[src/design/mfp_pkg.sv]
// constants, register map and screen codes for the front-panel setup controller
package mfp_pkg;
   // register byte offsets
   localparam logic [7:0] MFP_OFF_NODE   = 8'h00;
   localparam logic [7:0] MFP_OFF_LINK   = 8'h04;
   localparam logic [7:0] MFP_OFF_SHUNT  = 8'h08;
   localparam logic [7:0] MFP_OFF_SENSOR = 8'h0C;
   localparam logic [7:0] MFP_OFF_PASS   = 8'h10;
   localparam logic [7:0] MFP_OFF_STATUS = 8'h14;
   // field positions
   localparam int MFP_LINK_PAR_POS  = 8;
   localparam int MFP_SENS_RNG_POS  = 16;
   localparam int MFP_STAT_SCR_POS  = 4;
   localparam int MFP_STAT_ICON_POS = 8;
   // reset values and permitted ranges
   localparam logic [7:0]  MFP_NODE_RST   = 8'h01;
   localparam logic [7:0]  MFP_NODE_MIN   = 8'h01;
   localparam logic [7:0]  MFP_NODE_MAX   = 8'hF7;
   localparam logic [2:0]  MFP_BAUD_RST   = 3'h4;
   localparam logic [2:0]  MFP_BAUD_LAST  = 3'h5;
   localparam logic [1:0]  MFP_PAR_RST    = 2'h2;
   localparam logic [6:0]  MFP_SHUNT_RST  = 7'h64;
   localparam logic [6:0]  MFP_SHUNT_MIN  = 7'h32;
   localparam logic [6:0]  MFP_SHUNT_MAX  = 7'h64;
   localparam logic [11:0] MFP_VRATE_RST  = 12'h000;
   localparam logic [11:0] MFP_VRATE_MAX  = 12'hBB8;
   localparam logic [15:0] MFP_PASS_RST   = 16'h0000;
   localparam logic [1:0]  MFP_CLR_YES    = 2'h2;
   // comm icon hold time
   localparam int MFP_CLOCK_KHZ    = 125000;
   localparam int MFP_COMM_HOLD_MS = 1000;
   localparam int MFP_COMM_HOLD_CY = MFP_COMM_HOLD_MS * MFP_CLOCK_KHZ;
   // axi responses
   localparam logic [1:0] MFP_RESP_OKAY   = 2'h0;
   localparam logic [1:0] MFP_RESP_SLVERR = 2'h2;

   typedef enum logic [3:0] {
      SCR_PASS   = 4'h0,
      SCR_NODE   = 4'h1,
      SCR_BAUD   = 4'h2,
      SCR_PARITY = 4'h3,
      SCR_SHUNT  = 4'h4,
      SCR_CRANGE = 4'h5,
      SCR_VRATE  = 4'h6,
      SCR_ECLR   = 4'h7,
      SCR_DCLR   = 4'h8
   } mfp_screen_t;

   // four packed decimal digits to binary
   function automatic logic [13:0] mfp_bcd_to_bin(input logic [15:0] d);
      // every term at full width, so a thousands digit above one cannot wrap
      mfp_bcd_to_bin = 14'(d[15:12]) * 14'h3E8 + 14'(d[11:8]) * 14'h064 + 14'(d[7:4]) * 14'h00A + 14'(d[3:0]);
   endfunction
endpackage

[src/design/mfp_digit_edit.sv]
// four-digit flashing-cursor editor driven by two keys
module mfp_digit_edit
   import mfp_pkg::*;
(
   input  wire logic        clk,
   input  wire logic        rst_n,
   input  wire logic        start,
   input  wire logic        abort,
   input  wire logic        inc,
   input  wire logic        adv,
   output logic [15:0]      digits,
   output logic [1:0]       pos,
   output logic             active,
   output logic             done
);
   logic [15:0] dig_q, dig_d;
   logic [1:0]  pos_q, pos_d;
   logic        act_q, act_d;

   // last digit confirm commits the value and stops the flashing
   assign done = act_q && adv && (pos_q == 2'h3);

   // cursor and digit updates; each edit starts from zero
   always_comb
   begin
      dig_d = dig_q;
      pos_d = pos_q;
      act_d = act_q;
      if (abort)
      begin
         act_d = 1'b0;
      end
      else if (start && !act_q)
      begin
         dig_d = 16'h0000;
         pos_d = 2'h0;
         act_d = 1'b1;
      end
      else if (act_q && inc)
      begin
         // the flashing digit counts 0..9 and wraps
         for (int i = 0; i < 4; i++)
         begin
            if (pos_q == 2'(i))
            begin
               dig_d[15 - 4*i -: 4] = (dig_q[15 - 4*i -: 4] == 4'h9) ? 4'h0 : 4'(dig_q[15 - 4*i -: 4] + 4'h1);
            end
         end
      end
      else if (act_q && adv)
      begin
         pos_d = 2'(pos_q + 2'h1);
         act_d = (pos_q != 2'h3);
      end
   end

   always_ff @(posedge clk or negedge rst_n)
   begin
      if (!rst_n)
      begin
         dig_q <= 16'h0000;
         pos_q <= 2'h0;
         act_q <= 1'b0;
      end
      else
      begin
         dig_q <= dig_d;
         pos_q <= pos_d;
         act_q <= act_d;
      end
   end

   assign digits = dig_q;
   assign pos    = pos_q;
   assign active = act_q;

   chk_last_digit_ends: assert property (@(posedge clk) disable iff (!rst_n)
      (act_q && adv && !inc && !abort && pos_q == 2'h3) |=> !act_q && pos_q == 2'h0)
      else $error("editor still active after last digit confirm");
endmodule

[src/design/mfp_setup.sv]
// front-panel setup controller: key handling, parameter store, indicators, axi4-lite registers
module mfp_setup
   import mfp_pkg::*;
#(
   parameter int COMM_HOLD_CYCLES = MFP_COMM_HOLD_CY
)
(
   input  wire logic        CLOCK,
   input  wire logic        RESET_N,
   input  wire logic        KEY_SEL,
   input  wire logic        KEY_CFM,
   input  wire logic        VOLT_INDIRECT,
   input  wire logic        QUERY_SEEN,
   input  wire logic        RESP_SENT,
   output logic             SET_LED,
   output logic [1:0]       COMM_ICONS,
   output logic [1:0]       DISP_PAGE,
   output logic [3:0]       SCREEN,
   output logic [15:0]      EDIT_DIGITS,
   output logic [1:0]       EDIT_POS,
   output logic             EDIT_FLASH,
   output logic             CLEAR_YES,
   output logic             ENERGY_CLEAR,
   output logic             INPUT_COUNTER_CLEAR,
   output logic [7:0]       SLAVE_NODE,
   output logic [2:0]       BAUD_PARAM,
   output logic [1:0]       PARITY_PARAM,
   output logic [6:0]       SHUNT_MV,
   output logic             CUR_RANGE,
   output logic [11:0]      VOLT_RATING,
   input  wire logic [7:0]  AXI_AWADDR,
   input  wire logic        AXI_AWVALID,
   output logic             AXI_AWREADY,
   input  wire logic [31:0] AXI_WDATA,
   input  wire logic [3:0]  AXI_WSTRB,
   input  wire logic        AXI_WVALID,
   output logic             AXI_WREADY,
   output logic [1:0]       AXI_BRESP,
   output logic             AXI_BVALID,
   input  wire logic        AXI_BREADY,
   input  wire logic [7:0]  AXI_ARADDR,
   input  wire logic        AXI_ARVALID,
   output logic             AXI_ARREADY,
   output logic [31:0]      AXI_RDATA,
   output logic [1:0]       AXI_RRESP,
   output logic             AXI_RVALID,
   input  wire logic        AXI_RREADY
);
   // register index 0..5 for mapped word, 7 for unmapped
   function automatic logic [2:0] reg_index(input logic [7:0] a);
      reg_index = (a[1:0] == 2'h0 && a <= MFP_OFF_STATUS) ? a[4:2] : 3'h7;
   endfunction

   mfp_screen_t scr_q, scr_d;
   logic        set_q, set_d, yes_clr;
   logic [1:0]  page_q, page_d, clr_cnt_q, clr_cnt_d, icon_q, icon_d;
   logic [7:0]  node_q, node_d;
   logic [2:0]  baud_q, baud_d;
   logic [1:0]  par_q, par_d;
   logic [6:0]  shunt_q, shunt_d;
   logic        crng_q, crng_d, eclr_q, eclr_d, dclr_q, dclr_d;
   logic [11:0] vrate_q, vrate_d;
   logic [15:0] pass_q, pass_d, entered_q, entered_d;
   logic [26:0] hold_q, hold_d;
   logic        combo, sel, cfm, ed_act, ed_done, ed_start;
   logic [15:0] ed_dig;
   logic [1:0]  ed_pos;
   logic [13:0] ed_val;
   logic        numeric;
   // axi state
   logic        aw_q, aw_d, w_q, w_d, bv_q, bv_d, rv_q, rv_d, wr_go;
   logic [7:0]  awa_q, awa_d;
   logic [31:0] wd_q, wd_d, rd_q, rd_d;
   logic [3:0]  ws_q, ws_d;
   logic [1:0]  br_q, br_d, rr_q, rr_d;

   // a press of both keys in one cycle is the mode combo, never a single key
   assign combo = KEY_SEL && KEY_CFM;
   assign sel   = KEY_SEL && !KEY_CFM;
   assign cfm   = KEY_CFM && !KEY_SEL;
   assign numeric  = scr_q inside {SCR_PASS, SCR_NODE, SCR_SHUNT, SCR_VRATE};
   assign ed_start = set_q && sel && numeric;
   assign ed_val   = mfp_bcd_to_bin(ed_dig);
   assign yes_clr  = (clr_cnt_q == MFP_CLR_YES);

   mfp_digit_edit u_edit (
      .clk    (CLOCK),
      .rst_n  (RESET_N),
      .start  (ed_start),
      .abort  (combo),
      .inc    (sel),
      .adv    (cfm),
      .digits (ed_dig),
      .pos    (ed_pos),
      .active (ed_act),
      .done   (ed_done)
   );

   // axi write path: address and data taken in either order, reply when both held
   assign AXI_AWREADY = !aw_q;
   assign AXI_WREADY  = !w_q;
   assign AXI_ARREADY = !rv_q;
   assign wr_go       = aw_q && w_q && !bv_q;
   always_comb
   begin
      aw_d  = aw_q;
      w_d   = w_q;
      bv_d  = bv_q;
      br_d  = br_q;
      awa_d = awa_q;
      wd_d  = wd_q;
      ws_d  = ws_q;
      rv_d  = rv_q;
      rr_d  = rr_q;
      rd_d  = rd_q;
      if (AXI_AWVALID && !aw_q)
      begin
         aw_d  = 1'b1;
         awa_d = AXI_AWADDR;
      end
      if (AXI_WVALID && !w_q)
      begin
         w_d  = 1'b1;
         wd_d = AXI_WDATA;
         ws_d = AXI_WSTRB; // strobe kept with its data: the master may move it once taken
      end
      if (wr_go)
      begin
         bv_d = 1'b1;
         br_d = (reg_index(awa_q) == 3'h7) ? MFP_RESP_SLVERR : MFP_RESP_OKAY;
      end
      if (bv_q && AXI_BREADY)
      begin
         bv_d = 1'b0;
         aw_d = 1'b0;
         w_d  = 1'b0;
      end
      if (AXI_ARVALID && !rv_q)
      begin
         rv_d = 1'b1;
         rr_d = MFP_RESP_OKAY;
         unique case (reg_index(AXI_ARADDR))
            3'h0:    rd_d = {24'h0, node_q};
            3'h1:    rd_d = {22'h0, par_q, 5'h0, baud_q};
            3'h2:    rd_d = {25'h0, shunt_q};
            3'h3:    rd_d = {15'h0, crng_q, 4'h0, vrate_q};
            3'h4:    rd_d = 32'h0; // passcode reads back as zero
            3'h5:    rd_d = {22'h0, icon_q, scr_q, 3'h0, set_q};
            default:
            begin
               rd_d = 32'h0;
               rr_d = MFP_RESP_SLVERR;
            end
         endcase
      end
      else if (rv_q && AXI_RREADY)
      begin
         rv_d = 1'b0;
      end
   end

   // comm indicator: query shows one icon, answer after it shows two, idle time clears
   always_comb
   begin
      icon_d = icon_q;
      hold_d = hold_q;
      if (QUERY_SEEN)
      begin
         icon_d = 2'h1;
         hold_d = 27'h0;
      end
      else if (RESP_SENT && icon_q != 2'h0)
      begin
         icon_d = 2'h2;
         hold_d = 27'h0;
      end
      else if (icon_q != 2'h0)
      begin
         hold_d = 27'(hold_q + 27'h1);
         if (hold_q == 27'(COMM_HOLD_CYCLES - 1))
         begin
            icon_d = 2'h0;
         end
      end
   end

   // mode, screen walk and parameter store; a key edit wins over a bus write that cycle
   always_comb
   begin
      set_d = set_q;  scr_d = scr_q;  page_d = page_q;  clr_cnt_d = clr_cnt_q;
      node_d = node_q;  baud_d = baud_q;  par_d = par_q;  shunt_d = shunt_q;
      crng_d = crng_q;  vrate_d = vrate_q;  pass_d = pass_q;  entered_d = entered_q;
      eclr_d = 1'b0;  dclr_d = 1'b0;
      // bus writes, range checked like key edits
      if (wr_go && ws_q[0])
      begin
         unique case (reg_index(awa_q))
            3'h0: if (wd_q[7:0] >= MFP_NODE_MIN && wd_q[7:0] <= MFP_NODE_MAX) node_d = wd_q[7:0];
            3'h1: if (wd_q[2:0] <= MFP_BAUD_LAST) baud_d = wd_q[2:0];
            3'h2: if (wd_q[6:0] >= MFP_SHUNT_MIN && wd_q[6:0] <= MFP_SHUNT_MAX && wd_q[7] == 1'b0) shunt_d = wd_q[6:0];
            3'h3: if (wd_q[11:0] <= MFP_VRATE_MAX) vrate_d = wd_q[11:0];
            3'h4: pass_d = wd_q[15:0];
            default: ;
         endcase
         if (reg_index(awa_q) == 3'h1 && ws_q[1])
         begin
            par_d = wd_q[MFP_LINK_PAR_POS +: 2];
         end
         if (reg_index(awa_q) == 3'h3 && ws_q[2])
         begin
            crng_d = wd_q[MFP_SENS_RNG_POS];
         end
      end
      if (combo)
      begin
         set_d     = !set_q;
         scr_d     = SCR_PASS;
         entered_d = 16'h0000;
         clr_cnt_d = 2'h0;
      end
      else if (!set_q)
      begin
         // metering display: the same two keys step through measured pages
         if (sel)
         begin
            page_d = 2'(page_q + 2'h1);
         end
         else if (cfm)
         begin
            page_d = 2'(page_q - 2'h1);
         end
      end
      else if (ed_done)
      begin
         unique case (scr_q)
            SCR_PASS:  entered_d = ed_dig;
            SCR_NODE:  if (ed_val >= 14'(MFP_NODE_MIN) && ed_val <= 14'(MFP_NODE_MAX)) node_d = ed_val[7:0];
            SCR_SHUNT: if (ed_val >= 14'(MFP_SHUNT_MIN) && ed_val <= 14'(MFP_SHUNT_MAX)) shunt_d = ed_val[6:0];
            SCR_VRATE: if (ed_val <= 14'(MFP_VRATE_MAX)) vrate_d = ed_val[11:0];
            default: ;
         endcase
      end
      else if (!ed_act && sel)
      begin
         unique case (scr_q)
            SCR_BAUD:   baud_d = (baud_q == MFP_BAUD_LAST) ? 3'h0 : 3'(baud_q + 3'h1);
            SCR_PARITY: par_d = 2'(par_q + 2'h1);
            SCR_CRANGE: crng_d = !crng_q;
            SCR_ECLR, SCR_DCLR: if (!yes_clr) clr_cnt_d = 2'(clr_cnt_q + 2'h1);
            default: ;
         endcase
      end
      else if (!ed_act && cfm)
      begin
         clr_cnt_d = 2'h0;
         unique case (scr_q)
            SCR_PASS:   if (entered_q == pass_q) scr_d = SCR_NODE;
            SCR_NODE:   scr_d = SCR_BAUD;
            SCR_BAUD:   scr_d = SCR_PARITY;
            SCR_PARITY: scr_d = SCR_SHUNT;
            SCR_SHUNT:  scr_d = SCR_CRANGE;
            SCR_CRANGE: scr_d = VOLT_INDIRECT ? SCR_VRATE : SCR_ECLR;
            SCR_VRATE:  scr_d = SCR_ECLR;
            SCR_ECLR:
            begin
               eclr_d = yes_clr;
               scr_d  = SCR_DCLR;
            end
            SCR_DCLR:
            begin
               dclr_d = yes_clr;
               scr_d  = SCR_NODE;
            end
            default: scr_d = SCR_PASS;
         endcase
      end
   end

   always_ff @(posedge CLOCK or negedge RESET_N)
   begin
      if (!RESET_N)
      begin
         set_q <= 1'b0;  scr_q <= SCR_PASS;  page_q <= 2'h0;  clr_cnt_q <= 2'h0;
         node_q <= MFP_NODE_RST;  baud_q <= MFP_BAUD_RST;  par_q <= MFP_PAR_RST;
         shunt_q <= MFP_SHUNT_RST;  crng_q <= 1'b0;  vrate_q <= MFP_VRATE_RST;
         pass_q <= MFP_PASS_RST;  entered_q <= 16'h0000;  eclr_q <= 1'b0;  dclr_q <= 1'b0;
         icon_q <= 2'h0;  hold_q <= 27'h0;
         aw_q <= 1'b0;  w_q <= 1'b0;  bv_q <= 1'b0;  rv_q <= 1'b0;
         awa_q <= 8'h00;  wd_q <= 32'h0;  rd_q <= 32'h0;  br_q <= 2'h0;  rr_q <= 2'h0;  ws_q <= 4'h0;
      end
      else
      begin
         set_q <= set_d;  scr_q <= scr_d;  page_q <= page_d;  clr_cnt_q <= clr_cnt_d;
         node_q <= node_d;  baud_q <= baud_d;  par_q <= par_d;
         shunt_q <= shunt_d;  crng_q <= crng_d;  vrate_q <= vrate_d;
         pass_q <= pass_d;  entered_q <= entered_d;  eclr_q <= eclr_d;  dclr_q <= dclr_d;
         icon_q <= icon_d;  hold_q <= hold_d;
         aw_q <= aw_d;  w_q <= w_d;  bv_q <= bv_d;  rv_q <= rv_d;
         awa_q <= awa_d;  wd_q <= wd_d;  rd_q <= rd_d;  br_q <= br_d;  rr_q <= rr_d;  ws_q <= ws_d;
      end
   end

   // outputs; the serial engine only ever answers with these settings, never masters
   assign SET_LED      = set_q;
   assign COMM_ICONS   = icon_q;
   assign DISP_PAGE    = page_q;
   assign SCREEN       = scr_q;
   assign EDIT_DIGITS  = ed_dig;
   assign EDIT_POS     = ed_pos;
   assign EDIT_FLASH   = ed_act;
   assign CLEAR_YES    = yes_clr;
   assign ENERGY_CLEAR = eclr_q;
   assign INPUT_COUNTER_CLEAR = dclr_q;
   assign SLAVE_NODE   = node_q;
   assign BAUD_PARAM   = baud_q;
   assign PARITY_PARAM = par_q;
   assign SHUNT_MV     = shunt_q;
   assign CUR_RANGE    = crng_q;
   assign VOLT_RATING  = vrate_q;
   assign AXI_BVALID   = bv_q;
   assign AXI_BRESP    = br_q;
   assign AXI_RVALID   = rv_q;
   assign AXI_RDATA    = rd_q;
   assign AXI_RRESP    = rr_q;

   chk_combo_enter: assert property (@(posedge CLOCK) disable iff (!RESET_N)
      (!set_q && combo) |=> set_q && scr_q == SCR_PASS) else $error("combo did not enter setting mode");
   chk_combo_exit: assert property (@(posedge CLOCK) disable iff (!RESET_N)
      (set_q && combo) |=> !set_q) else $error("combo did not leave setting mode");
   chk_led_follows: assert property (@(posedge CLOCK) disable iff (!RESET_N)
      combo |=> SET_LED != $past(SET_LED)) else $error("setting indicator did not follow mode");
   chk_icon_query: assert property (@(posedge CLOCK) disable iff (!RESET_N)
      QUERY_SEEN |=> COMM_ICONS == 2'h1 ##1 (COMM_ICONS != 2'h0 || QUERY_SEEN)) else $error("query icon wrong");
   chk_icon_resp: assert property (@(posedge CLOCK) disable iff (!RESET_N)
      (RESP_SENT && !QUERY_SEEN && COMM_ICONS != 2'h0) |=> COMM_ICONS == 2'h2) else $error("response icon wrong");
   chk_node_range: assert property (@(posedge CLOCK) disable iff (!RESET_N)
      SLAVE_NODE >= MFP_NODE_MIN && SLAVE_NODE <= MFP_NODE_MAX) else $error("node number out of range");
   chk_shunt_range: assert property (@(posedge CLOCK) disable iff (!RESET_N)
      SHUNT_MV >= MFP_SHUNT_MIN && SHUNT_MV <= MFP_SHUNT_MAX) else $error("shunt span out of range");
   chk_vrate_skip: assert property (@(posedge CLOCK) disable iff (!RESET_N)
      (set_q && cfm && !ed_act && scr_q == SCR_CRANGE && !VOLT_INDIRECT) |=> scr_q == SCR_ECLR)
      else $error("voltage rating screen not skipped");
   chk_pass_gate: assert property (@(posedge CLOCK) disable iff (!RESET_N)
      (set_q && cfm && !ed_act && scr_q == SCR_PASS && entered_q != pass_q) |=> scr_q == SCR_PASS)
      else $error("wrong passcode let through");
   chk_energy_clear: assert property (@(posedge CLOCK) disable iff (!RESET_N)
      ENERGY_CLEAR |-> $past(scr_q) == SCR_ECLR && $past(clr_cnt_q) == MFP_CLR_YES && scr_q == SCR_DCLR)
      else $error("energy clear without yes");
endmodule

[config.mk]
export PLATFORM = sky130hd
export DESIGN_NAME = mfp_setup
export DESIGN_NICKNAME = d
export VERILOG_FILES = /design/src/design/mfp_pkg.sv /design/src/design/mfp_digit_edit.sv /design/src/design/mfp_setup.sv
export SDC_FILE = /design/constraint.sdc
export NUM_CORES = 1
export LEC_CHECK = 0
export ABC_AREA = 0
export BUFFER_PORTS_ARGS = -buffer_cell sky130_fd_sc_hd__buf_2
export CAP_MARGIN = 15
export CORE_ASPECT_RATIO = 1.5
export CORE_MARGIN = 5
export CORE_UTILIZATION = 63
export CTS_BUF_LIST = sky130_fd_sc_hd__clkbuf_4
export DETAILED_ROUTE_END_ITERATION = 10
export GPL_TIMING_DRIVEN = 0
export PLACE_DENSITY = 0.88
export SETUP_SLACK_MARGIN = 0.3
export SLEW_MARGIN = 20
export SYNTH_ARGS = -nofsm -noshare
export SYNTH_HDL_FRONTEND = slang
export SYNTH_HIERARCHICAL = 1
export SYNTH_SLANG_ARGS = --single-unit
export TNS_END_PERCENT = 50
[constraint.sdc]
create_clock -name CLOCK -period 11.65 [get_ports CLOCK]
set_input_delay 0 -clock CLOCK [delete_from_list [all_inputs] [get_ports CLOCK]]
set_output_delay 0 -clock CLOCK [all_outputs]
set_load 0.01 [all_outputs]
### After elaboration in Yosys (flattened, before gate mapping)

Index checks and enable logic that the tools add are counted.

| word-level totals | value |
|---|---|
| flip-flop bits (word level) | 192 |
| bits in latches | 0 |
| bits in writable memories | 0 |
| memory bits (read-only) | 0 |
| input port bits | 64 |
| output and inout port bits | 105 |
| word-level logic and storage cells | 298 |
| memories | 0 |

| cells by class | value |
|---|---|
| $add $sub $neg | 14 |
| multiply operators | 3 |
| divide/modulo/power cells | 0 |
| order comparisons | 13 |
| equality and inequality tests | 37 |
| shift operators | 0 |
| muxes and demuxes | 117 |
| bitwise operators | 3 |
| reductions and logical operators | 79 |

Operators with widths:

| operator | count |
|---|---|
| 2-to-1 mux 12 bit | 8 |
| 2-to-1 mux 16 bit | 6 |
| one-hot mux 17 bit (5 select lines) | 1 |
| 2-to-1 mux 27 bit | 3 |
| 2-to-1 mux 8 bit | 8 |
| 2-to-1 mux 4 bit | 14 |
| 2-to-1 mux 7 bit | 8 |
| 2-to-1 mux 2 bit | 25 |
| one-hot mux 4 bit (9 select lines) | 1 |
| 2-to-1 mux 3 bit | 11 |
| 2-to-1 mux 1 bit | 32 |
| nonzero test 2 bit | 16 |
| logical AND 1 bit | 29 |
| adder 27 x 1 -> 27 bit (second input constant) | 1 |
| equality test 27 bit (second input constant) | 1 |
| AND reduction 3 bit | 7 |
| equality test 4 bit (second input constant) | 5 |
| adder 4 x 1 -> 4 bit (second input constant) | 4 |
| equality test 16 bit | 1 |
| equality test 4 x 3 -> 1 bit (second input constant) | 4 |
| <= comparator 8 x 5 -> 1 bit (second input constant) | 2 |
| equality test 3 bit (second input constant) | 5 |
| adder 14 x 11 -> 14 bit | 1 |
| adder 14 x 4 -> 14 bit | 1 |
| 39 further kinds | 72 |

### Logic depth before layout (Yosys ltp)

Gate-level depths: netlist of the first run.

| depth | value |
|---|---|
| depth after elaboration | 12 |
| gate-level depth with buffers | 20 |

### Hierarchy

Netlist of the first run, hierarchy kept.

Modules (own cells, without submodules):

| module | times used | cells an instance | area each (um2) | sequential area each (um2) |
|---|---|---|---|---|
| mfp_setup | 1 | 886 | 9288.9 | 3811.2 |
| mfp_digit_edit | 1 | 122 | 1179.9 | 475.5 |

### Worst setup path after synthesis of the first run

Ideal clock, no wire load.

| timing path | value |
|---|---|
| path type | reg-to-reg |
| start point | reg u_edit.dig_q[14], in the netlist u_edit/digits[14] |
| end point | reg vrate_q[2], in the netlist VOLT_RATING[2] |
| setup time | 0.125 ns |
| arrival | 5.408 ns |
| data required time | 11.525 ns |
| path slack | 6.117 ns |
| stages on the path, launching flop included | 21 |
| buffers on the path | 2 |
| clock period less this slack | 5.533 ns |
| cells stage by stage | dfrtp_1 fa_1 inv_1 fa_1 inv_1 ha_1 a21o_1 a21oi_1 xnor2_1 ha_1 ha_1 ha_1 clkbuf_1 o21ai_0 a21oi_1 or2_2 nor3_1 o21ai_0 a2111oi_2 buf_4 mux2_2 |

| on the way | value |
|---|---|
| longest elaborated chain between the ends | 10 |

RTL lines:

| element | RTL line | text |
|---|---|---|
| start, declared | mfp_digit_edit.sv:16 | `logic [15:0] dig_q, dig_d;` |
| start signal, assigned | mfp_digit_edit.sv:67 | `dig_q <= dig_d;` |
| multiplier 4 x 7 -> 11 bit | mfp_pkg.sv:52 | `mfp_bcd_to_bin = 14'(d[15:12]) * 14'h3E8 + 14'(d[11:8]) * 14'h064 + 14'(d[7:4]) * 14'h00A + 14'(d[3:0]);` |
| adder 14 x 11 -> 14 bit | mfp_pkg.sv:52 |  |
| adder 14 x 8 -> 14 bit | mfp_pkg.sv:52 |  |
| adder 14 x 4 -> 14 bit | mfp_pkg.sv:52 |  |
| <= comparator 14 x 12 -> 1 bit | mfp_setup.sv:239 | `SCR_VRATE: if (ed_val <= 14'(MFP_VRATE_MAX)) vrate_d = ed_val[11:0];` |
| 2-to-1 mux 12 bit | mfp_setup.sv:239 |  |
| 2-to-1 mux 12 bit | mfp_setup.sv:235 | `unique case (scr_q)` |
| 2-to-1 mux 12 bit | mfp_setup.sv:233 | `else if (ed_done)` |
| 2-to-1 mux 12 bit | mfp_setup.sv:221 | `else if (!set_q)` |
| 2-to-1 mux 12 bit | mfp_setup.sv:214 | `if (combo)` |
| net vrate_d[2] | mfp_setup.sv:62 | `logic [11:0] vrate_q, vrate_d;` |
| end signal, assigned | mfp_setup.sv:295 | `shunt_q <= shunt_d; crng_q <= crng_d; vrate_q <= vrate_d;` |
| end, declared | mfp_setup.sv:62 |  |

The timed path passes the listed nets, and every way through them passes these cells.
A chain may end at the register's enable or synchronous reset.

### Worst setup path after layout of the first run

| timing path | value |
|---|---|
| start point | reg u_edit.dig_q[14], in the netlist u_edit/digits[14] |
| end point | reg vrate_q[3], in the netlist VOLT_RATING[3] |

The elaborated chain is that of the path after synthesis.

==> impl_metrics.yaml, run 1 <==
run_status:
  outcome: "complete, but fails checks"
  failed_checks: "DRC, hold timing"
placement:
  placement.setup.worst_slack_ps: 5477
  half_perimeter_wire_length_after_detailed_placement_mm: 20.16
  numPortBuffers: 130
  routabilityCongestion: 0.8677
logic_synthesis:
  syn_inst: 1008
  yosys_register_bits: 171
  asyncSetResetFlopFracSynth: 1.000
  netlist_top_cells_area: "sky130_fd_sc_hd__dfrtp_1 39%, sky130_fd_sc_hd__mux2_2 8.5%, sky130_fd_sc_hd__ha_1 8.1%"
  synth_largest_type_area_fraction: 0.3944
  mappedNetlistArea_um2: 10470
  yosys_warnings: 6
  number_of_enable_flip_flop_cells_after_synthesis: 0
  synth.distinct_cells: 67
  synth_largest_area_cell: "sky130_fd_sc_hd__dfrtp_1"
  synth_seq_area_share: 0.4095
  dominantRegCellSynth: "sky130_fd_sc_hd__dfrtp_1"
  synthesis.area_per_instance_um2: 10.39
setup_path:
  cp_slowest_stage_delay_ps: 660
  ff2ff_path_depth: 20
  regToRegStartpoint: "u_edit/digits[14]"
  critical_path.most_common_cell: "sky130_fd_sc_hd__ha_1"
  r2r_end: "VOLT_RATING[3]"
  critical_path_class: "register to register"
  crit_chain: "fa_1, inv_1, fa_1, inv_1, ha_1, a21o_1, a21oi_1, xnor2_1, ha_1, ha_1, ha_1, clkbuf_1, o21ai_0, a21oi_1, or2_2, nor3_1, o21ai_0, a2111oi_2, buf_4, mux2_2"
  worstPathMaxFanout: 13
  worstPathRequired_ps: 12140
  regToRegSetupSlack_ps: 5440
  setup.worst_path.start_class: "register"
  critical_path.endpoint_type: "register"
  cp_slowest_cell: "sky130_fd_sc_hd__fa_1"
  crit_arrival_ps: 6700
global_routing:
  wire_length_of_the_first_global_routing_pass_mm: 45.56
  maximum_number_of_pins_on_one_net_before_global_route_repair: 95
  grt_antenna_before_repair: 1
  grt_pass1_vias: 9254
  overall_fraction_of_global_route_tracks_in_use: 0.2946
  global_route.overflow_total: 0
power_and_ir_drop:
  net-switching-power_mw: 2.078
  cellLeakagePower_nw: 5.788
  ir_worst_vdd_mv: 0.5510
  register_share_of_total_power: 0.225
  power.share.switching: 0.5176
  cellPowerDensity_nw_per_um2: 327.5
  internal_power_mw: 1.937
  total_power_mw: 4.015
  clock_power_share: 0.090
  comb_power_share: 0.685
detailed_routing:
  detail_route.wl_per_cell_um: 19.54
  viasPerCell: 6.124
  routed_wirelength_mm: 28.25
  antenna_violation_net_count_after_detailed_routing: 0
  detail_route.drc_violations: 1
  num_vias: 8855
  drc_violation_total_after_the_first_tritonroute_iteration: 856
  dr.pass1.iters: 9
die:
  core_area_um2: 16260
  chipWidth_um: 115.3
  die_height_um: 167.9
  dieArea_um2: 19350
  initial_core_util: 0.6438
  num_rows: 57
  floorplan.io_pins: 169
clock_tree:
  clock_sinks: 171
  clock_insertion_delay_worst_skew_ps: 600
  cts_repair_resize_count: 0
  clock_tree.htree_level_count: 4
  clock_tree.buffer_depth: 2
  path_clk_slew_ps: 160
  cts_buffers: 17
  tritoncts_clock_tree: "done"
  clockRootBuffer: "sky130_fd_sc_hd__clkbuf_4"
layout:
  final_common_cell: "sky130_fd_sc_hd__dfrtp_1"
  finish.net_count: 1375
  syn2layout_area_growth_pct: 17.13
  fin_util: 0.7541
  mostFrequentLayoutCells: "165 x sky130_fd_sc_hd__dfrtp_1, 129 x sky130_fd_sc_hd__buf_2, 85 x sky130_fd_sc_hd__nand2_1"
  final_layout_size_suffix_gt1_frac: 0.2381
timing:
  report.final.slew_viol_count: 0
  setup_repair_after_global_routing_missed_its_margin: "false"
  setup_tns_ps: 0
  finalClockSkew_ps: 35.64
  hold_ws_ps: -4.711
  setup_viol: 0
  period_share: 0.5335
  timing_worst_slew_pin_value_ps: 917.6
  setup_slack_after_layout_ps: 5435
  fmaxAchievable_mhz: 160.9
  layout_min_cycle_time_ps: 6215
  hold_viol: 1
  worst_slew_margin_rel: 0.3832
hold_path:
  worst_hold_class: "primary input to asynchronous set/reset pin"
flow_run:
  drv_cap: 0
==> cell families (layout without fill, tap and decap cells) <==
kind of cell,count (synthesis),in the layout,synth area share
adders and majority gates,85,85,0.1138
other,1,22,0.0003582
muxes,112,112,0.1189
DFF,171,171,0.4095
xor gates and xnor gates,54,54,0.04518
and+or+nand+nor,293,293,0.1440
AOI/OAI and AO/OA,179,179,0.1181
buffers and inverters,113,324,0.05020
==> worst max-delay path, delay by kind of cell (launching register included) <==
family	cells	cell delay [ps]
fa+ha+maj	6	2320
compound gates	6	1450
buf+inv	4	640
flops	1	620
simple gates	2	550
mux	1	360
xor+xnor	1	160
==> synthesized netlist by cell type (5+ instances only) <==
master and count:
sky130_fd_sc_hd__o31ai_1 5, sky130_fd_sc_hd__a22oi_1 5, sky130_fd_sc_hd__and3_1 10, sky130_fd_sc_hd__o21ai_1 11, sky130_fd_sc_hd__nor2b_1 8, sky130_fd_sc_hd__a22o_1 25, sky130_fd_sc_hd__fa_1 17, sky130_fd_sc_hd__clkbuf_1 27
sky130_fd_sc_hd__nand2_1 85, sky130_fd_sc_hd__mux2i_1 31, sky130_fd_sc_hd__xnor2_1 32, sky130_fd_sc_hd__nand4_1 16, sky130_fd_sc_hd__xor2_1 22, sky130_fd_sc_hd__a31oi_1 7, sky130_fd_sc_hd__mux2_2 79, sky130_fd_sc_hd__nor4_1 8
sky130_fd_sc_hd__a211oi_1 5, sky130_fd_sc_hd__a21oi_1 30, sky130_fd_sc_hd__ha_1 68, sky130_fd_sc_hd__nand2b_1 6, sky130_fd_sc_hd__dfstp_2 6, sky130_fd_sc_hd__and4_1 5, sky130_fd_sc_hd__o21ai_0 46, sky130_fd_sc_hd__nand3_1 30
sky130_fd_sc_hd__a21o_1 13, sky130_fd_sc_hd__nor2_1 69, sky130_fd_sc_hd__buf_4 24, sky130_fd_sc_hd__dfrtp_1 165, sky130_fd_sc_hd__or3_1 9, sky130_fd_sc_hd__nor3_1 20, sky130_fd_sc_hd__inv_1 61
==> worst max-delay path by stage <==
stage | start | end | slack, ps
final | u_edit/digits[14] | VOLT_RATING[3] | 5440
after CTS | u_edit/digits[14] | VOLT_RATING[3] | 5430
after global placement | u_edit/digits[14] | VOLT_RATING[4] | 5670
after global routing | u_edit/digits[14] | VOLT_RATING[3] | 5060
after detailed placement | u_edit/digits[14] | VOLT_RATING[3] | 5480
after floorplan | u_edit/digits[14] | VOLT_RATING[2] | 6120
==> through the flow <==
step                area [um2]  instances  hold WS, ps
floorplan                10540       1028       -295.6
global placement         11450       1364        182.8
detailed placement       11490       1365        70.28
CTS                      12260       1445        4.571
global route             12260       1446        11.80
finish                   12260       1446       -4.711
==> flip-flops by register name, summed over array words and instances, names as in the netlist, 4 cells and up <==
register and cells:
pass_q 16, awa_q 8, hold_q 27, wd_q 17
VOLT_RATING 12, SLAVE_NODE 8, SCREEN 4, SHUNT_MV 7
entered_q 16, u_edit/digits 16, AXI_RDATA 13
==> routing by layer <==
layer	track usage	wire [um]	vias up
met5	0	0	-
li1	-	-	3980
met1	0.3161	9818	4269
met4	0.1691	1654	0
met3	0.05242	1852	140
met2	0.5315	14930	466
==> power groups by stage <==
stage | combinational [mW] | clock [mW] | sequential, mW
after floorplan | 2.03 | 0 | 0.866
after global placement | 2.58 | 0 | 0.897
after detailed placement | 2.70 | 0 | 0.905
after CTS | 2.74 | 0.361 | 0.894
after global routing | 3.03 | 0.389 | 0.919
final | 2.75 | 0.363 | 0.904
==> cell type report <==
cell class                 count  area [um2]
multi-input combinational    744        5732
sequential                   171        4287
fill                        1011        3999
timing repair buffer         179        1169
buffer                        52       296.5
tap                          206       257.7
inverter                      61       229.0
clock inverter                15       161.4
clock buffer                  17       127.6
antenna                        1       2.502
==> what timing repair did <==
item                      CTS  global route
setup buffers               0             0
hold endpoints to repair  208             0
hold buffers               48             0
No activity file was read; power rests on OpenSTA's default activity.
==> run 2: changes to the inputs <==
Settings changed: CORE_UTILIZATION 63 to 59, PLACE_DENSITY 0.88 to 0.83.
Clock period 11.65 ns to 6.5 ns, I/O delays scaled along.
==> run 2 against run 1 <==
  * The flow now finishes without violations
  * Clock skew fell by 6.9 ps
  * Non-clock buffer count increased by 9
  * Setup slack worse by 4800 ps
  * Combinational power rose by 80%
  * Core utilization shrank 4.4 points
  * Worst hold slack better by 48 ps
  * Routed wire length fell by 5.8%
  * Power grew 79%
  * Critical path type unchanged
  * Highest routed layer unchanged
==> impl_metrics.yaml, run 2 (synthesized netlist as in run 1, its figures left out) <==
setup_path:
  cp_slowest_stage_delay_ps: 550
  crit_arrival_ps: 6330
  critical_path.endpoint_type: "register"
  regToRegSetupSlack_ps: 620
  cp_slowest_cell: "sky130_fd_sc_hd__dfrtp_4"
  timing.critical_path.buf_inv: 3
  worstPathMaxFanout: 7
  critical_path_class: "register to register"
  ff2ff_path_depth: 16
  setup.worst_path.start_class: "register"
  cpLargestDelayFamily: "adder cells"
  crit_chain: "buf_4, ha_1, fa_1, fa_1, inv_1, fa_1, inv_1, ha_1, ha_1, a21o_1, a221oi_4, o21bai_1, xnor2_1, nand4_1, nor4_4, mux2_2"
  r2r_end: "SHUNT_MV[1]"
  setup.worst_path.start: "u_edit/digits[14]"
  worst-path-stages: 16
  critPathCapture: "SHUNT_MV[1]"
  regToRegStartpoint: "u_edit/digits[14]"
  worstPathRequired_ps: 6950
layout:
  syn2layout_area_growth_pct: 18.24
  max_flop_register: "hold_q"
  fin_util: 0.7105
  multi_input_area_um2: 5744
  finish.net_count: 1384
  largest_register_ffs: 27
  layout_top_registers: "hold_q x27, wd_q x17"
  layout.area.seq_um2: 4293
  final_layout_size_suffix_gt1_frac: 0.2452
  mostFrequentLayoutCells: "162 x sky130_fd_sc_hd__dfrtp_1, 129 x sky130_fd_sc_hd__buf_2, 85 x sky130_fd_sc_hd__nand2_1"
  layoutNonFillerInstCount: 1462
  final_common_cell: "sky130_fd_sc_hd__dfrtp_1"
  num-fill-cells: 1234
placement:
  dp.cells: 1372
  half_perimeter_wire_length_after_detailed_placement_mm: 19.29
  numPortBuffers: 130
  routabilityCongestion: 0.8517
detailed_routing:
  dr.pass1.iters: 7
  detail_route.wl_per_cell_um: 18.20
  routed_wirelength_mm: 26.61
  antenna_violation_net_count_after_detailed_routing: 0
  drc_violation_total_after_the_first_tritonroute_iteration: 696
  detail_route.drc_violations: 0
  num_vias: 8557
  viasPerCell: 5.853
global_routing:
  global_route.overflow_total: 0
  grt_pass1_vias: 8844
  maximum_number_of_pins_on_one_net_before_global_route_repair: 104
  grt_antenna_before_repair: 1
  overall_fraction_of_global_route_tracks_in_use: 0.2606
  wire_length_of_the_first_global_routing_pass_mm: 43.89
die:
  num_rows: 59
  floorplan.io_pins: 169
  initial_core_util: 0.6009
  die_height_um: 173.1
  chipWidth_um: 118.8
  core_area_um2: 17420
  dieArea_um2: 20560
power_and_ir_drop:
  cellPowerDensity_nw_per_um2: 580.3
  power.share.switching: 0.5174
  clock_power_share: 0.088
  cellLeakagePower_nw: 5.829
  net-switching-power_mw: 3.717
  comb_power_share: 0.688
  register_share_of_total_power: 0.224
  ir_worst_vdd_mv: 1.084
  internal_power_mw: 3.466
timing:
  worst_slew_margin_rel: 0.3794
  finalClockSkew_ps: 28.69
  setup_tns_ps: 0
  layout_min_cycle_time_ps: 5878
  hold_viol: 0
  timing_worst_slew_pin_value_ps: 923.2
  period_share: 0.9043
  setup_repair_after_global_routing_missed_its_margin: "false"
  setup_viol: 0
  fmaxAchievable_mhz: 170.1
  report.final.slew_viol_count: 0
clock_tree:
  clock_tree.buffer_depth: 2
  tritoncts_clock_tree: "done"
  clock_insertion_delay_worst_skew_ps: 560
  clockRootBuffer: "sky130_fd_sc_hd__clkbuf_4"
  cts_buffers: 17
  path_clk_slew_ps: 160
  clock_tree.htree_level_count: 4
  clock_sinks: 171
hold_path:
  hold_path_startpoint: "KEY_SEL"
  worstHoldPathCells: 4
  worst_hold_class: "primary input to register"
flow_run:
  drv_cap: 0
run_status:
  outcome: "finished, final reports clean"
[run 2: cell count changes in the layout (fill, tap and decap cells not counted), moves of 2 or more]
| cell | delta |
|---|---|
| sky130_fd_sc_hd__dfrtp_2 | +2 |
| sky130_fd_sc_hd__dfrtp_1 | -3 |
| sky130_fd_sc_hd__clkinv_2 | -2 |
| sky130_fd_sc_hd__buf_4 | +6 |
[run 2: worst min path at each step]
stage / slack, ps / endpoint
6_report: 40 / u_edit/pos[0]
4_1_cts: 30 / u_edit/pos[1]
2_1_floorplan: -300 / AXI_BRESP[1]
3_3_place_gp: 180 / AXI_RVALID
3_5_place_dp: -2 / wd_q[2]
5_1_grt: 5 / u_edit/pos[1]
[run 2: through the flow]
step	hold slack (ps)	total power [mW]	setup WS [ps]	area (um2)
6_report	42.92	7.183	621.8	12380
4_1_cts	29.65	7.073	319.5	12300
3_3_place_gp	183.0	6.282	467.1	11460
3_5_place_dp	-1.577	6.392	378.9	11500
2_1_floorplan	-295.6	5.186	967.4	10540
5_1_grt	5.423	7.792	315.7	12380
[run 2: area by class of cell]
type | count | share of cell area
clock inverters | 14 | 0.01264
well taps | 213 | 0.02153
flip-flops and latches | 171 | 0.3468
inverters | 61 | 0.01850
clock buffers | 18 | 0.01092
plain buffers | 52 | 0.02426
multi-input cells | 744 | 0.4641
repair buffers | 188 | 0.1011
diodes | 1 | 0.0002022
[run 2: tightest hold or removal path, stage by stage]
cell and delay, ps:
sky130_fd_sc_hd__buf_2 110, sky130_fd_sc_hd__ha_1 250, sky130_fd_sc_hd__or3_1 160, sky130_fd_sc_hd__mux2i_1 70
[run 2: timing repair]
| action | in CTS | in global routing |
|---|---|---|
| resized for setup | 0 | 7 |
| setup endpoints to repair | 0 | 27 |
| hold buffers | 50 | 0 |
| buffers inserted | 0 | 7 |
| endpoints found under the hold margin | 222 | 0 |
[run 2: metal layers]
metal,GRT usage,part of all wire
met4,0.1054,0.035
met3,0.04837,0.054
met2,0.4819,0.54
met1,0.2921,0.37
met5,0,0
[run 2: power by group through the flow]
| stage | Sequential [mW] | Combinational (mW) | Clock (mW) |
|---|---|---|---|
| 6_report | 1.61 | 4.94 | 0.634 |
| 5_1_grt | 1.64 | 5.47 | 0.684 |
| 4_1_cts | 1.60 | 4.83 | 0.640 |
| 3_5_place_dp | 1.62 | 4.77 | 0 |
| 3_3_place_gp | 1.61 | 4.67 | 0 |
| 2_1_floorplan | 1.55 | 3.63 | 0 |
==> run 3: changes to the inputs <==
Settings changed: MAX_ROUTING_LAYER set to met4.
==> run 3 against run 2 <==
  * Final cell count did not move
  * Combinational power barely moved
  * Clock skew fell by 0.93 ps
  * Maximum frequency rose by 0.45%
  * Critical endpoint unchanged
==> impl_metrics.yaml, run 3 (synthesized netlist as in run 1, its figures left out) <==
setup_path:
  cp_slowest_stage_delay_ps: 550
  timing.critical_path.buf_inv: 3
  critical_path.endpoint_type: "register"
  crit_arrival_ps: 6300
  setup.worst_path.start_class: "register"
  crit_chain: "buf_4, ha_1, fa_1, fa_1, inv_1, fa_1, inv_1, ha_1, ha_1, a21o_1, a221oi_4, o21bai_1, xnor2_1, nand4_1, nor4_4, mux2_2"
  worstPathRequired_ps: 6950
  setup.worst_path.start: "u_edit/digits[14]"
  cpLargestDelayFamily: "adder cells"
  ff2ff_path_depth: 16
  r2r_end: "SHUNT_MV[1]"
  cp_slowest_cell: "sky130_fd_sc_hd__dfrtp_4"
  critical_path_class: "register to register"
  worstPathMaxFanout: 7
  regToRegSetupSlack_ps: 650
  regToRegStartpoint: "u_edit/digits[14]"
global_routing:
  maximum_number_of_pins_on_one_net_before_global_route_repair: 104
  overall_fraction_of_global_route_tracks_in_use: 0.2688
  global_route.overflow_total: 0
  grt_pass1_vias: 8847
  grt_antenna_before_repair: 1
  wire_length_of_the_first_global_routing_pass_mm: 43.95
timing:
  report.final.slew_viol_count: 0
  period_share: 0.9003
  setup_viol: 0
  setup_repair_after_global_routing_missed_its_margin: "false"
  layout_min_cycle_time_ps: 5852
  setup_tns_ps: 0
  hold_viol: 0
  timing_worst_slew_pin_value_ps: 907.5
  fmaxAchievable_mhz: 170.9
  finalClockSkew_ps: 27.76
  worst_slew_margin_rel: 0.3900
detailed_routing:
  met3_length_mm: 1.460
  drc_violation_total_after_the_first_tritonroute_iteration: 787
  antenna_violation_net_count_after_detailed_routing: 0
  detail_route.drc_violations: 0
  viasPerCell: 5.849
  topRoutingLayerUsed: "met4"
  num_vias: 8551
  dr.pass1.iters: 7
  wirelength_met1_mm: 9.966
  wl_met2_mm: 14.27
  detail_route.wl_per_cell_um: 18.21
  routed_wirelength_mm: 26.63
power_and_ir_drop:
  net-switching-power_mw: 3.716
  cellLeakagePower_nw: 5.829
  comb_power_share: 0.688
  internal_power_mw: 3.466
  register_share_of_total_power: 0.224
  cellPowerDensity_nw_per_um2: 580.2
  power.share.switching: 0.5174
  ir_worst_vdd_mv: 1.080
  clock_power_share: 0.088
layout:
  final_layout_size_suffix_gt1_frac: 0.2452
  largest_register_ffs: 27
  layout.area.seq_um2: 4293
  final_common_cell: "sky130_fd_sc_hd__dfrtp_1"
  syn2layout_area_growth_pct: 18.24
  layout_top_registers: "hold_q x27, wd_q x17"
  num-fill-cells: 1234
  finish.net_count: 1384
  max_flop_register: "hold_q"
  multi_input_area_um2: 5744
  layoutNonFillerInstCount: 1462
  mostFrequentLayoutCells: "162 x sky130_fd_sc_hd__dfrtp_1, 129 x sky130_fd_sc_hd__buf_2, 85 x sky130_fd_sc_hd__nand2_1"
flow_run:
  drv_cap: 0
die:
  core_area_um2: 17420
  num_rows: 59
  die_height_um: 173.1
  dieArea_um2: 20560
  chipWidth_um: 118.8
  floorplan.io_pins: 169
  initial_core_util: 0.6009
clock_tree:
  clock_tree.htree_level_count: 4
  clock_sinks: 171
  cts_buffers: 17
  path_clk_slew_ps: 150
  clock_insertion_delay_worst_skew_ps: 560
  tritoncts_clock_tree: "done"
  clock_tree.buffer_depth: 2
  clockRootBuffer: "sky130_fd_sc_hd__clkbuf_4"
hold_path:
  worstHoldPathCells: 4
  worst_hold_class: "primary input to register"
  hold_end: "u_edit/pos[0]"
  hold_path_startpoint: "KEY_SEL"
placement:
  routabilityCongestion: 0.8651
  numPortBuffers: 130
  dp.cells: 1372
  half_perimeter_wire_length_after_detailed_placement_mm: 19.29
run_status:
  outcome: "finished, final reports clean"
run 3: timing repair:
| item | 4_1_cts | 5_1_grt |
|---|---|---|
| gates resized for setup | 0 | 7 |
| setup endpoints to repair | 0 | 27 |
| hold buffers | 50 | 0 |
| endpoints found under the hold margin | 222 | 0 |
| setup buffers | 0 | 7 |
run 3: final cells by class:
type | instances | share of cell area
Antenna cell | 1 | 0.0002022
Tap cell | 213 | 0.02153
Sequential cell | 171 | 0.3468
Buffer | 52 | 0.02426
Timing Repair Buffer | 188 | 0.1011
Clock inverter | 14 | 0.01264
Inverter | 61 | 0.01850
Clock buffer | 18 | 0.01092
Multi-Input combinational cell | 744 | 0.4641
run 3: per-stage QoR:
stage	instance area (um2)	utilization	hold WS [ps]	worst slack, ps	power [mW]
final	12380	0.7105	51.63	648.4	7.182
after global placement	11460	0.6579	183.0	467.1	6.282
after floorplan	10540	-	-295.6	967.4	5.186
after detailed placement	11500	0.6600	-1.577	378.9	6.392
after global routing	12380	0.7105	0.2425	317.6	7.785
after CTS	12300	0.7060	29.65	319.5	7.073
run 3: worst min-delay path: cells and delay by family:
family | cells | cell delay, ps
fa+ha+maj | 1 | 250
simple gates | 1 | 160
buf+inv | 1 | 110
mux | 1 | 70
run 3: routing by layer:
layer / track usage / vias to the layer above
met5: - / -
met4: 0.1054 / 0
met3: 0.04837 / 70
met2: 0.4811 / 330
met1: 0.2941 / 4144
li1: - / 4007
run 3: worst max-delay path by stage:
stage	endpoint	slack [ps]	cells after the start
after floorplan	VOLT_RATING[2]	970	20
after global routing	VOLT_RATING[3]	320	20
after detailed placement	VOLT_RATING[4]	380	20
after CTS	VOLT_RATING[4]	320	20
after global placement	SLAVE_NODE[1]	470	18
final	SHUNT_MV[1]	650	16
run 3: power groups by stage:
stage | sequential [mW] | combinational (mW) | clock (mW)
global placement | 1.61 | 4.67 | 0
finish | 1.61 | 4.94 | 0.635
floorplan | 1.55 | 3.63 | 0
detailed placement | 1.62 | 4.77 | 0
CTS | 1.60 | 4.83 | 0.640
global route | 1.64 | 5.46 | 0.686
